File: config.mk
export PLATFORM = sky130hd
export DESIGN_NAME = watchdog_reset_control
export DESIGN_NICKNAME = d
export VERILOG_FILES = /design/src/design/wdog_rst_pkg.sv /design/src/design/watchdog_reset_control.sv /design/src/design/unlock_sequencer.sv
export SDC_FILE = /design/constraint.sdc
export NUM_CORES = 1
export LEC_CHECK = 0
export BUFFER_PORTS_ARGS = -buffer_cell sky130_fd_sc_hd__buf_2
export CORE_MARGIN = 8
export CORE_UTILIZATION = 53
export DETAILED_ROUTE_END_ITERATION = 10
export GPL_TIMING_DRIVEN = 0
export PLACE_DENSITY = 0.78
export RECOVER_POWER = 100
export SYNTH_ARGS = -nofsm -noshare
export SYNTH_HDL_FRONTEND = slang
export SYNTH_SLANG_ARGS = --single-unit
File: constraint.sdc
create_clock -name pclk -period 3.2 [get_ports pclk]
set_input_delay 0.32 -clock pclk [delete_from_list [all_inputs] [get_ports pclk]]
set_output_delay 0.32 -clock pclk [all_outputs]
set_load 0.01 [all_outputs]
File: src/design/wdog_rst_pkg.sv
// package: register map, field positions, reset values, timing for watchdog/reset block
package wdog_rst_pkg;

    // register byte offsets on apb
    localparam logic [7:0] OFS_BOOT_CFG   = 8'h00;
    localparam logic [7:0] OFS_WDOG_CTRL  = 8'h04;
    localparam logic [7:0] OFS_SCRATCH    = 8'h08;
    localparam logic [7:0] OFS_WDOG_CNT   = 8'h0C;
    localparam logic [7:0] OFS_UNLOCK     = 8'h10;
    localparam logic [7:0] OFS_RST_CAUSE  = 8'h14;
    localparam logic [7:0] OFS_IRQ_STATUS = 8'h18;
    localparam logic [7:0] OFS_IRQ_MASK   = 8'h1C;

    // boot_config_status fields
    localparam int BIT_IN_BOOT    = 5;
    localparam int BIT_DEBUG_EN   = 4;
    localparam int BIT_BOOT_EN    = 3;
    localparam int BIT_PIN_RST_EN = 2;
    localparam int BIT_ROM_READ   = 0;
    localparam logic [1:0] CFG_TOP_BITS = 2'h3;

    // watchdog_reset_control fields
    localparam int BIT_WDOG_FLAG   = 4;
    localparam int BIT_WDOG_IRQ_EN = 2;
    localparam int BIT_WDOG_RST_EN = 1;
    localparam int BIT_SW_RESET    = 0;

    // interrupt status / mask fields
    localparam int BIT_EVT_OVERFLOW = 0;
    localparam int BIT_EVT_UNLOCK_TO = 1;
    localparam int IRQ_BITS = 2;

    // reset cause codes
    localparam logic [2:0] CAUSE_SOFTWARE = 3'h0;
    localparam logic [2:0] CAUSE_POWER_ON = 3'h1;
    localparam logic [2:0] CAUSE_WATCHDOG = 3'h2;
    localparam logic [2:0] CAUSE_MANUAL   = 3'h3;
    localparam logic [2:0] CAUSE_SHUTDOWN = 3'h5;
    localparam logic [2:0] CAUSE_LOCAL    = 3'h4;

    // reset values and the watchdog counter top value
    localparam logic [7:0] SCRATCH_RST = 8'h00;
    localparam logic [7:0] WDOG_CNT_RST = 8'h00;
    localparam logic [7:0] WDOG_CNT_MAX = 8'hFF;

    // unlock signature bytes and window length
    localparam logic [7:0] UNLOCK_KEY1 = 8'h57;
    localparam logic [7:0] UNLOCK_KEY2 = 8'hA8;
    localparam int UNLOCK_WINDOW_CYCLES = 16;
    localparam logic [3:0] UNLOCK_LAST = 4'(UNLOCK_WINDOW_CYCLES - 1);

    // watchdog tick period in system clocks
    localparam int WDOG_TICK_CYCLES = 131072;

    // level straps showing boot and protection configuration
    typedef struct packed {
        logic in_boot_program;
        logic debug_port_enabled;
        logic boot_program_enabled;
        logic pin_reset_enabled;
        logic flash_external_readable;
    } boot_cfg_s;

    // one-cycle reset and wake events from outside
    typedef struct packed {
        logic manual_pin;
        logic shutdown_wake;
        logic local_wake;
    } reset_events_s;

endpackage

File: src/design/watchdog_reset_control.sv
// watchdog_reset_control: watchdog, reset cause, boot status, apb registers
//
// Chosen here: register access over APB and the placing of the registers.
`timescale 1ns/10ps
`default_nettype none
module watchdog_reset_control #(
    parameter int WDOG_TICK_CYCLES = wdog_rst_pkg::WDOG_TICK_CYCLES
) (
    // apb clock and power-on reset
    input  wire logic                        pclk,
    input  wire logic                        presetn,
    // apb slave
    input  wire logic                        psel,
    input  wire logic                        penable,
    input  wire logic                        pwrite,
    input  wire logic [7:0]                  paddr,
    input  wire logic [31:0]                 pwdata,
    input  wire logic [3:0]                  pstrb,
    output logic                             pready,
    output logic [31:0]                      prdata,
    output logic                             pslverr,
    // configuration straps and system events
    input  wire wdog_rst_pkg::boot_cfg_s     boot_cfg,
    input  wire wdog_rst_pkg::reset_events_s rst_events,
    input  wire logic                        send_event_instruction,
    // outputs to the system
    output logic                             system_reset,
    output logic                             irq
);

    // apb decode
    logic       wr_en;
    logic       rd_setup;
    logic       lane0;
    logic [7:0] wbyte;

    assign pready   = 1'b1;
    assign wr_en    = psel && penable && pwrite;
    assign rd_setup = psel && !penable && !pwrite;
    assign lane0    = pstrb[0];
    assign wbyte    = pwdata[7:0];

    logic addr_ok;
    always_comb begin
        case (paddr)
            wdog_rst_pkg::OFS_BOOT_CFG,  wdog_rst_pkg::OFS_WDOG_CTRL,
            wdog_rst_pkg::OFS_SCRATCH,   wdog_rst_pkg::OFS_WDOG_CNT,
            wdog_rst_pkg::OFS_UNLOCK,    wdog_rst_pkg::OFS_RST_CAUSE,
            wdog_rst_pkg::OFS_IRQ_STATUS, wdog_rst_pkg::OFS_IRQ_MASK:
                addr_ok = 1'b1;
            default: addr_ok = 1'b0;
        endcase
    end
    assign pslverr = psel && penable && !addr_ok;

    logic wr_ctrl;
    logic wr_scratch;
    logic wr_cnt;
    logic wr_unlock;
    logic wr_status;
    logic wr_mask;
    assign wr_ctrl    = wr_en && lane0 && paddr == wdog_rst_pkg::OFS_WDOG_CTRL;
    assign wr_scratch = wr_en && lane0 && paddr == wdog_rst_pkg::OFS_SCRATCH;
    assign wr_cnt     = wr_en && lane0 && paddr == wdog_rst_pkg::OFS_WDOG_CNT;
    assign wr_unlock  = wr_en && lane0 && paddr == wdog_rst_pkg::OFS_UNLOCK;
    assign wr_status  = wr_en && lane0
                        && paddr == wdog_rst_pkg::OFS_IRQ_STATUS;
    assign wr_mask    = wr_en && lane0 && paddr == wdog_rst_pkg::OFS_IRQ_MASK;

    // safe-access window
    logic       unlocked;
    logic [1:0] unlock_mode;
    logic [3:0] unlock_elapsed;
    logic       unlock_timeout;

    unlock_sequencer u_unlock (
        .pclk     (pclk),
        .presetn  (presetn),
        .sig_wr   (wr_unlock),
        .sig_data (wbyte),
        .unlocked (unlocked),
        .mode     (unlock_mode),
        .elapsed  (unlock_elapsed),
        .timeout  (unlock_timeout)
    );

    // protected bits only take writes while the window is open; a system reset clears them
    logic wr_ctrl_prot;
    assign wr_ctrl_prot = wr_ctrl && unlocked;

    // watchdog prescaler: one-cycle tick every WDOG_TICK_CYCLES clocks
    localparam int PRE_W = $clog2(WDOG_TICK_CYCLES);
    localparam logic [PRE_W-1:0] PRE_LAST = PRE_W'(WDOG_TICK_CYCLES - 1);

    logic [PRE_W-1:0] pre_q;
    logic             tick;
    assign tick = (pre_q == PRE_LAST);

    // system reset request, registered below
    logic sys_rst_evt;
    logic wdog_rst_evt;
    logic sw_rst_evt;

    always_ff @(posedge pclk or negedge presetn) begin
        if (!presetn) begin
            pre_q <= '0;
        end else if (tick || sys_rst_evt) begin
            pre_q <= '0;
        end else begin
            pre_q <= pre_q + PRE_W'(1);
        end
    end

    // watchdog counter
    logic [7:0] wdog_cnt_q;
    logic       overflow;
    assign overflow = tick && wdog_cnt_q == wdog_rst_pkg::WDOG_CNT_MAX;

    always_ff @(posedge pclk or negedge presetn) begin
        if (!presetn) begin
            wdog_cnt_q <= wdog_rst_pkg::WDOG_CNT_RST;
        end else if (sys_rst_evt) begin
            wdog_cnt_q <= wdog_rst_pkg::WDOG_CNT_RST;
        end else if (wr_cnt) begin
            wdog_cnt_q <= wbyte;
        end else if (tick) begin
            wdog_cnt_q <= wdog_cnt_q + 8'h01;
        end
    end

    // control bits
    logic wdog_flag_q;
    logic irq_en_q;
    logic rst_en_q;
    logic sw_trig_q;

    // an overflow in the same cycle as a clear keeps the flag set
    always_ff @(posedge pclk or negedge presetn) begin
        if (!presetn) begin
            wdog_flag_q <= 1'b0;
        end else if (overflow) begin
            wdog_flag_q <= 1'b1;
        end else if (sys_rst_evt) begin
            wdog_flag_q <= 1'b0;
        end else if ((wr_ctrl && wbyte[wdog_rst_pkg::BIT_WDOG_FLAG])
                     || wr_cnt || send_event_instruction) begin
            wdog_flag_q <= 1'b0;
        end
    end

    always_ff @(posedge pclk or negedge presetn) begin
        if (!presetn) begin
            irq_en_q <= 1'b0;
            rst_en_q <= 1'b0;
        end else if (sys_rst_evt) begin
            irq_en_q <= 1'b0;
            rst_en_q <= 1'b0;
        end else if (wr_ctrl_prot) begin
            irq_en_q <= wbyte[wdog_rst_pkg::BIT_WDOG_IRQ_EN];
            rst_en_q <= wbyte[wdog_rst_pkg::BIT_WDOG_RST_EN];
        end
    end

    // software reset bit holds for one cycle then the reset clears it
    always_ff @(posedge pclk or negedge presetn) begin
        if (!presetn) begin
            sw_trig_q <= 1'b0;
        end else if (sys_rst_evt) begin
            sw_trig_q <= 1'b0;
        end else if (wr_ctrl_prot && wbyte[wdog_rst_pkg::BIT_SW_RESET]) begin
            sw_trig_q <= 1'b1;
        end
    end

    // reset sources
    logic manual_evt;
    assign manual_evt   = rst_events.manual_pin
                          && boot_cfg.pin_reset_enabled;
    assign wdog_rst_evt = overflow && rst_en_q;
    assign sw_rst_evt   = sw_trig_q;
    assign sys_rst_evt  = wdog_rst_evt || sw_rst_evt || manual_evt
                          || rst_events.shutdown_wake
                          || rst_events.local_wake;

    always_ff @(posedge pclk or negedge presetn) begin
        if (!presetn) begin
            system_reset <= 1'b0;
        end else begin
            system_reset <= sys_rst_evt;
        end
    end

    // last reset cause; only presetn (power-on) returns it to 001
    logic [2:0] cause_q;
    always_ff @(posedge pclk or negedge presetn) begin
        if (!presetn) begin
            cause_q <= wdog_rst_pkg::CAUSE_POWER_ON;
        end else if (rst_events.shutdown_wake) begin
            cause_q <= wdog_rst_pkg::CAUSE_SHUTDOWN;
        end else if (rst_events.local_wake) begin
            cause_q <= wdog_rst_pkg::CAUSE_LOCAL | cause_q;
        end else if (manual_evt) begin
            cause_q <= wdog_rst_pkg::CAUSE_MANUAL;
        end else if (wdog_rst_evt) begin
            cause_q <= wdog_rst_pkg::CAUSE_WATCHDOG;
        end else if (sw_rst_evt && !rst_en_q) begin
            cause_q <= wdog_rst_pkg::CAUSE_SOFTWARE;
        end
    end

    // scratch survives every system reset, cleared only by power-on
    logic [7:0] scratch_q;
    always_ff @(posedge pclk or negedge presetn) begin
        if (!presetn) begin
            scratch_q <= wdog_rst_pkg::SCRATCH_RST;
        end else if (wr_scratch) begin
            scratch_q <= wbyte;
        end
    end

    // sticky interrupt status, write one to clear, set wins
    logic [wdog_rst_pkg::IRQ_BITS-1:0] irq_evt;
    logic [wdog_rst_pkg::IRQ_BITS-1:0] irq_status_q;
    logic [wdog_rst_pkg::IRQ_BITS-1:0] irq_mask_q;

    assign irq_evt[wdog_rst_pkg::BIT_EVT_OVERFLOW]  = overflow;
    assign irq_evt[wdog_rst_pkg::BIT_EVT_UNLOCK_TO] = unlock_timeout;

    genvar gi;
    generate
        for (gi = 0; gi < wdog_rst_pkg::IRQ_BITS; gi++) begin : g_irq
            always_ff @(posedge pclk or negedge presetn) begin
                if (!presetn) begin
                    irq_status_q[gi] <= 1'b0;
                end else if (irq_evt[gi]) begin
                    irq_status_q[gi] <= 1'b1;
                end else if (wr_status && wbyte[gi]) begin
                    irq_status_q[gi] <= 1'b0;
                end
            end
        end
    endgenerate

    always_ff @(posedge pclk or negedge presetn) begin
        if (!presetn) begin
            irq_mask_q <= '0;
        end else if (wr_mask) begin
            irq_mask_q <= wbyte[wdog_rst_pkg::IRQ_BITS-1:0];
        end
    end

    // watchdog flag only reaches the line while its enable is set
    assign irq = (wdog_flag_q && irq_en_q)
                 || |(irq_status_q & irq_mask_q);

    // read views
    logic [7:0] cfg_view;
    logic [7:0] ctrl_view;
    logic [7:0] unlock_view;
    always_comb begin
        cfg_view = 8'h00;
        cfg_view[7:6] = wdog_rst_pkg::CFG_TOP_BITS;
        cfg_view[wdog_rst_pkg::BIT_IN_BOOT]    = boot_cfg.in_boot_program;
        cfg_view[wdog_rst_pkg::BIT_DEBUG_EN]   = boot_cfg.debug_port_enabled;
        cfg_view[wdog_rst_pkg::BIT_BOOT_EN]    = boot_cfg.boot_program_enabled;
        cfg_view[wdog_rst_pkg::BIT_PIN_RST_EN] = boot_cfg.pin_reset_enabled;
        cfg_view[wdog_rst_pkg::BIT_ROM_READ]   =
            boot_cfg.flash_external_readable;
        ctrl_view = 8'h00;
        ctrl_view[wdog_rst_pkg::BIT_WDOG_FLAG]   = wdog_flag_q;
        ctrl_view[wdog_rst_pkg::BIT_WDOG_IRQ_EN] = irq_en_q;
        ctrl_view[wdog_rst_pkg::BIT_WDOG_RST_EN] = rst_en_q;
        ctrl_view[wdog_rst_pkg::BIT_SW_RESET]    = sw_trig_q;
        // 3-bit timer view holds the upper bits of the 16-cycle count
        unlock_view = {1'b0, unlock_elapsed[3:1], unlocked, 1'b0, unlock_mode};
    end

    logic [7:0] rd_byte;
    always_comb begin
        case (paddr)
            wdog_rst_pkg::OFS_BOOT_CFG:   rd_byte = cfg_view;
            wdog_rst_pkg::OFS_WDOG_CTRL:  rd_byte = ctrl_view;
            wdog_rst_pkg::OFS_SCRATCH:    rd_byte = scratch_q;
            wdog_rst_pkg::OFS_WDOG_CNT:   rd_byte = wdog_cnt_q;
            wdog_rst_pkg::OFS_UNLOCK:     rd_byte = unlock_view;
            wdog_rst_pkg::OFS_RST_CAUSE:  rd_byte = {5'h00, cause_q};
            wdog_rst_pkg::OFS_IRQ_STATUS: rd_byte = {6'h00, irq_status_q};
            wdog_rst_pkg::OFS_IRQ_MASK:   rd_byte = {6'h00, irq_mask_q};
            default:                      rd_byte = 8'h00;
        endcase
    end

    // read data is captured in the setup cycle so the access needs no wait
    always_ff @(posedge pclk or negedge presetn) begin
        if (!presetn) begin
            prdata <= 32'h0000_0000;
        end else if (rd_setup) begin
            prdata <= {24'h00_0000, rd_byte};
        end
    end

endmodule // watchdog_reset_control
`default_nettype wire

File: src/design/unlock_sequencer.sv
// unlock_sequencer: two-byte signature unlock with a timed write window
`timescale 1ns/10ps
`default_nettype none
module unlock_sequencer (
    // clock and reset
    input  wire logic        pclk,
    input  wire logic        presetn,
    // signature writes
    input  wire logic        sig_wr,
    input  wire logic [7:0]  sig_data,
    // state
    output logic             unlocked,
    output logic [1:0]       mode,
    output logic [3:0]       elapsed,
    output logic             timeout
);

    typedef enum logic [2:0] {
        ST_LOCKED = 3'h1,
        ST_KEY1   = 3'h2,
        ST_OPEN   = 3'h4
    } unlock_state_e;

    unlock_state_e state_q;
    logic [3:0]    timer_q;

    // any value other than the expected key drops straight back to locked
    always_ff @(posedge pclk or negedge presetn) begin
        if (!presetn) begin
            state_q <= ST_LOCKED;
        end else begin
            case (state_q)
                ST_LOCKED: begin
                    if (sig_wr && sig_data == wdog_rst_pkg::UNLOCK_KEY1) begin
                        state_q <= ST_KEY1;
                    end
                end
                ST_KEY1: begin
                    if (sig_wr) begin
                        state_q <= (sig_data == wdog_rst_pkg::UNLOCK_KEY2)
                                   ? ST_OPEN : ST_LOCKED;
                    end
                end
                ST_OPEN: begin
                    if (sig_wr || timer_q == wdog_rst_pkg::UNLOCK_LAST) begin
                        state_q <= ST_LOCKED;
                    end
                end
                default: state_q <= ST_LOCKED;
            endcase
        end
    end

    always_ff @(posedge pclk or negedge presetn) begin
        if (!presetn) begin
            timer_q <= 4'h0;
        end else if (state_q == ST_OPEN) begin
            timer_q <= timer_q + 4'h1;
        end else begin
            timer_q <= 4'h0;
        end
    end

    assign unlocked = (state_q == ST_OPEN);
    assign mode     = (state_q == ST_OPEN) ? 2'h3 :
                      (state_q == ST_KEY1) ? 2'h1 : 2'h0;
    assign elapsed  = timer_q;
    assign timeout  = (state_q == ST_OPEN) && !sig_wr
                      && (timer_q == wdog_rst_pkg::UNLOCK_LAST);

endmodule // unlock_sequencer
`default_nettype wire

==> Word-level counts from Yosys, hierarchy flattened <==
Memory sizes are Yosys's and may differ from the RTL's.
Cells that the tools add are included.
{ "word_totals": {"reg_bits": 60, "rom_bits": 32, "output_inout_bits": 36, "wordCells": 124, "n_memories": 1} }
{ "memory_table": {"columns": ["memory", "words", "width", "read_ports", "rd_clocked_by_memory_dff", "write_ports", "line", "text"], "rows": [
  ["(no name shown)", 32, 1, 1, 0, 0, "watchdog_reset_control.sv:45", "case (paddr)"]
]} }
{ "classes": {"addsub": 3, "n_eq_ne": 19, "n_mux": 32, "bitwise": 1, "n_reduce_logical": 52} }
{ "op_table": {"columns": ["operator", "n"], "rows": [
  ["$pmux W8 S8", 1],
  ["$eq A8 B5 Y1 const B", 4],
  ["$mux W3", 9],
  ["$logic_and A1 B1 Y1", 25],
  ["$mux W8", 3],
  ["$add A17 B1 Y17 const B", 1],
  ["$eq A17 B17 Y1 const B", 1],
  ["$mux W17", 1],
  ["$eq A8 B4 Y1 const B", 2],
  ["$eq A8 B8 Y1 const B", 2],
  ["$mux W1", 15],
  ["$logic_or A1 B1 Y1", 9],
  ["$pmux W3 S3", 1],
  ["$add A8 B1 Y8 const B", 1],
  ["$eq A8 B3 Y1 const B", 1],
  ["$eq A8 B7 Y1 const B", 1],
  ["$logic_not A8 Y1", 1],
  ["$ne A2 B1 Y1 const B", 4],
  ["$reduce_bool A2 Y1", 4],
  ["$reduce_bool A3 Y1", 2],
  ["$logic_not A1 Y1", 5],
  ["$reduce_bool A5 Y1", 1],
  ["$add A4 B1 Y4 const B", 1],
  ["$eq A4 B4 Y1 const B", 1],
  ["other kinds (11)", 11]
]} }

==> Depth between registers and ports, before layout <==
{ "depth": {"ltp_word": 10, "mapped_depth": 10, "depth_no_buf": 9} }

==> By module <==
A second synthesis with hierarchy kept.
{ "hier_totals": {"hier_cells": 357, "hier_area_um2": 3497.1} }
{ "modules_own_cells": {"columns": ["module", "n_inst", "cells_per_inst", "area_each_um2", "seq_area_each_um2"], "rows": [
  ["watchdog_reset_control", 1, 316, 3094.2, 1327.5],
  ["unlock_sequencer", 1, 41, 402.9, 176.4]
]} }

==> Least setup slack after synthesis <==
OpenSTA, ideal clock, no wires.
{ "synth_path": {"path_kind": "register to register", "startpoint": "reg pre_q[0]", "endpoint": "reg wdog_cnt_q[3]", "setup_ns": 0.130, "arrival_time_ns": 2.249, "slack_ns": 0.821, "path_stages_with_launch": 11, "path_buffers": 1, "cell_sequence": "dfrtp_1 -> ha_1 -> nand2_1 -> nor4_1 -> and3_1 -> ha_1 -> and3_1 -> nand4_1 -> nand2b_1 -> buf_2 -> a211oi_1"} }
{ "synth_via": {"elab_chain_cells": 8, "elab_cells_between_ends": 9, "cone_classes": "eq/ne: 1; mux: 1; reduce/logical: 7"} }
{ "synth_lines": {"columns": ["element", "line", "text"], "rows": [
  ["start: declaration", "watchdog_reset_control.sv:95", "logic [PRE_W-1:0] pre_q;"],
  ["start signal: assignment", "watchdog_reset_control.sv:110", "pre_q <= pre_q + PRE_W'(1);"],
  ["$eq A17 B17 Y1 (*)", "watchdog_reset_control.sv:97", "assign tick = (pre_q == PRE_LAST);"],
  ["$logic_and A1 B1 Y1 (*)", "watchdog_reset_control.sv:117", "assign overflow = tick && wdog_cnt_q == wdog_rst_pkg::WDOG_CNT_MAX;"],
  ["$logic_and A1 B1 Y1 (*)", "watchdog_reset_control.sv:179", "assign wdog_rst_evt = overflow && rst_en_q;"],
  ["$logic_or A1 B1 Y1 (*) (2 in series)", "watchdog_reset_control.sv:181", "assign sys_rst_evt = wdog_rst_evt || sw_rst_evt || manual_evt"],
  ["$logic_or A1 B1 Y1 (*)", "watchdog_reset_control.sv:182", "|| rst_events.shutdown_wake"],
  ["$logic_or A1 B1 Y1 (*)", "watchdog_reset_control.sv:183", "|| rst_events.local_wake;"],
  ["via sys_rst_evt", "watchdog_reset_control.sv:100", "logic sys_rst_evt;"],
  ["$reduce_bool A3 Y1 (no line) or $mux W8 (tied branches)", null, null],
  ["end signal: assignment", "watchdog_reset_control.sv:123", "wdog_cnt_q <= wdog_rst_pkg::WDOG_CNT_RST;"],
  ["end signal: assignment", "watchdog_reset_control.sv:125", "wdog_cnt_q <= wbyte;"],
  ["end signal: assignment", "watchdog_reset_control.sv:127", "wdog_cnt_q <= wdog_cnt_q + 8'h01;"],
  ["end: declaration", "watchdog_reset_control.sv:115", "logic [7:0] wdog_cnt_q;"]
]} }
The timed path passes the listed nets; every way through them passes the cells marked *.
A chain may end at the register's enable or synchronous reset.

==> Final worst setup path <==
Ends and elaborated chain as after synthesis.

==> impl_metrics.tcl <==
set metrics [dict create \
    die_w_microns 96.6 \
    start_util 0.546 \
    async_reset_ff_frac 1.00 \
    clock-sinks 60 \
    reg2regPathDepth 10 \
    postRouteAntennaNets 0 \
    grt_pass1_vias 2914 \
    r2r_end "wdog_cnt_q[3]" \
    rsz0062_at_grt "no" \
    synth-compound-area-share 0.113 \
    dp_hpwl_mm 6.19 \
    cts_setup_buffers 0 \
    viasPerCell 5.54 \
    max-slew-margin-rel 0.0138 \
    irDropWorstVdd_mv 0.297 \
    yosys.area_share.simple 0.235 \
    yosys.area.top_type_share 0.421 \
    io_pins 94 \
    gp_congestion 0.950 \
    synth_top_family_by_area "simple AND/OR/NAND/NOR gates" \
    area.growth.synth_to_final_pct 15.8 \
    io_buffers 40 \
    drcViolationCount 0 \
    synth_xor_area_frac 0.0559 \
    cts-hold-fix-buffers 0 \
    die_h_microns 96.6 \
    setup_viol 0 \
    yosys_warnings 0 \
    worstHoldStart "send_event_instruction" \
    p_per_area_mw_per_mm2 415 \
    path_clk_slew_ns 0.07 \
    grt_pass1_wl_mm 13.9 \
    clock_path_buffers 2 \
    power.leakage_nw 1.80 \
    ys_ff_latch 60 \
    min_to "wdog_flag_q" \
    overflow 0 \
    worst_pin_slew_ns 1.48 \
    syn_avg_cell_area_sq_um 9.62 \
    rows 29 \
    pre_cts_ws_ns 0.371 \
    grt_max_degree 61 \
    final_nets 494 \
    yosysUniqueCellTypes 62 \
    drt-total-wl_mm 8.26 \
    cts_tree "built" \
    final_max_slew_viol_count 0 \
    synth_edf_count 0 \
    fin_skew_ns 0.00874 \
    worst_slack_ns 0.298 \
    via_count 2850 \
    rrSetupSlack_ns 0.30 \
    outcome "finished, final reports clean" \
    period_minus_slack_ns 2.90 \
    synth_adder_area_share 0.0145 \
    antenna_found_initial 0 \
    max_freq_mhz 345 \
    critPathRequiredTime_ns 3.41 \
    timing.final.crit_share 0.907 \
    diodes 0 \
    h-tree-depth 3 \
    drive_above_1_share 0.211 \
    fp.dieArea_sq_mm 0.00933 \
    hold_depth 2 \
    route.detailed.wl_per_inst_microns 16.1 \
    syn-instance-count 358 \
    ys.flop_type "dfrtp_1" \
    worst-path-max-fanout 10 \
    maxCapViolCount 0 \
    first_iter_violations 165 \
    r2r_start "pre_q[0]" \
    synth_top_area_cell "dfrtp_1" \
    synth.most_common_cell "dfrtp_1" \
    cts_root_buf "clkbuf_8" \
    grtUsageTotal 0.179 \
    critical_path_arrival_ns 3.11 \
    critPathLaunchType "flip-flop" \
    hold_viol_final 0 \
    final_cells 514 \
    ys_top_cells_by_area "dfrtp_1 42%, buf_4 5.4%, nor2_1 4.0%" \
    synth-seq-area-share 0.437 \
    postCtsResizedCells 0 \
    endpoint_kind "flip-flop" \
    crit_type "reg -> reg" \
    setup_tns_ns 0 \
    synthMuxAreaShare 0.0599 \
    synth_area_sq_mm 0.00344 \
    drtPass1Iterations 5 \
    place_inst 498 \
    clk_latency_ns 0.34 \
    fillerInstances 560 \
    yosys-top-cells-count "58 x dfrtp_1, 37 x nor2_1, 33 x nand2_1, 25 x buf_4, 19 x o21ai_0" \
    holdCritPathClass "in -> reg" \
    cts_buffers 9 \
    core-area_sq_mm 0.00631 \
]
## how the worst max path moves through the flow
stage              from            end  slack [ns]  cells past startpoint
5_1_grt        pre_q[0]  wdog_cnt_q[5]        0.05                     10
6_report       pre_q[0]  wdog_cnt_q[3]        0.30                     10
2_1_floorplan  pre_q[0]  wdog_cnt_q[3]        0.82                     10
3_3_place_gp   pre_q[0]  wdog_cnt_q[3]        0.38                     10
4_1_cts        pre_q[0]  wdog_cnt_q[3]        0.30                     10
3_5_place_dp   pre_q[0]  wdog_cnt_q[5]        0.37                     10
## critical path, cell delays in order, from the launching register on
cell,delay [ns]
dfrtp_1,0.42
ha_1,0.25
nand2_1,0.14
nor4_1,0.42
and3_1,0.23
ha_1,0.28
and3_1,0.27
nand4_1,0.21
nand2b_1,0.20
clkbuf_2,0.27
a211oi_1,0.09
## layout make-up
cell class | count | area, sq um | share of cell area
multi-input cells | 273 | 1710 | 0.429
flip-flops and latches | 60 | 1500 | 0.377
plain buffers | 36 | 234 | 0.0586
repair buffers | 40 | 185 | 0.0464
clock buffers | 9 | 124 | 0.0310
well taps | 77 | 96.3 | 0.0241
clock inverters | 7 | 91.3 | 0.0229
inverters | 12 | 45.0 | 0.0113
## registers in the layout (all words and copies together), names as in the netlist
signal and count:
wdog_flag_q 1, cause_q 3, scratch_q 8, sw_rst_evt 1, irq_status_q 2, irq_en_q 1, rst_en_q 1, pre_q 17
wdog_cnt_q 8, u_unlock.elapsed 4, u_unlock.state_q 3, system_reset 1, prdata 8, irq_mask_q 2
## report_power, final
group / switching (W) / internal, W / total (W)
registers: 0.00000325 / 0.000763 / 0.000766
logic: 0.0000928 / 0.0000553 / 0.000148
clock network: 0.000308 / 0.000435 / 0.000743
## per-layer routing
layer,track usage,wire (microns),part of all wire
met2,0.282,3850,0.47
met4,0.0888,246,0.030
met1,0.215,3560,0.43
met3,0.0555,607,0.073
met5,0,0,0
## cells in the final DEF (no fill, tap or decap), types with 3 or more instances in the layout
cell	count
a21oi_1	9
clkbuf_8	9
nor2_1	37
buf_2	30
nand4_1	10
nand2_1	33
xnor2_1	14
a211oi_1	9
xor2_1	8
and4_1	3
a22oi_1	3
ha_1	4
mux2i_1	6
and3_1	5
clkbuf_1	19
nor3b_1	3
o21ai_0	19
a221oi_1	3
nand3_1	15
buf_4	25
clkinv_2	3
inv_1	12
nand2b_1	7
conb_1	25
nor3_1	7
mux2_2	11
dfrtp_1	58
nor4_1	6
## per-stage QoR
stage	area [sq um]	total power, W	hold WS (ns)	util
2_1_floorplan	3530	0.000868	0.0244	-
3_3_place_gp	3830	0.000928	0.456	0.606
3_5_place_dp	3830	0.000930	0.456	0.606
4_1_cts	4040	0.00167	0.164	0.640
5_1_grt	3990	0.00172	0.177	0.632
6_report	3990	0.00166	0.171	0.632
## logic make-up after synthesis
logic type / Yosys count
AOI/OAI and AO/OA: 59
xor gates and xnor gates: 22
adders and majority gates: 4
buffers and inverters: 48
DFF: 60
muxes: 18
other: 2
and+or+nand+nor: 145
Power figures use the tool's default switching activity.
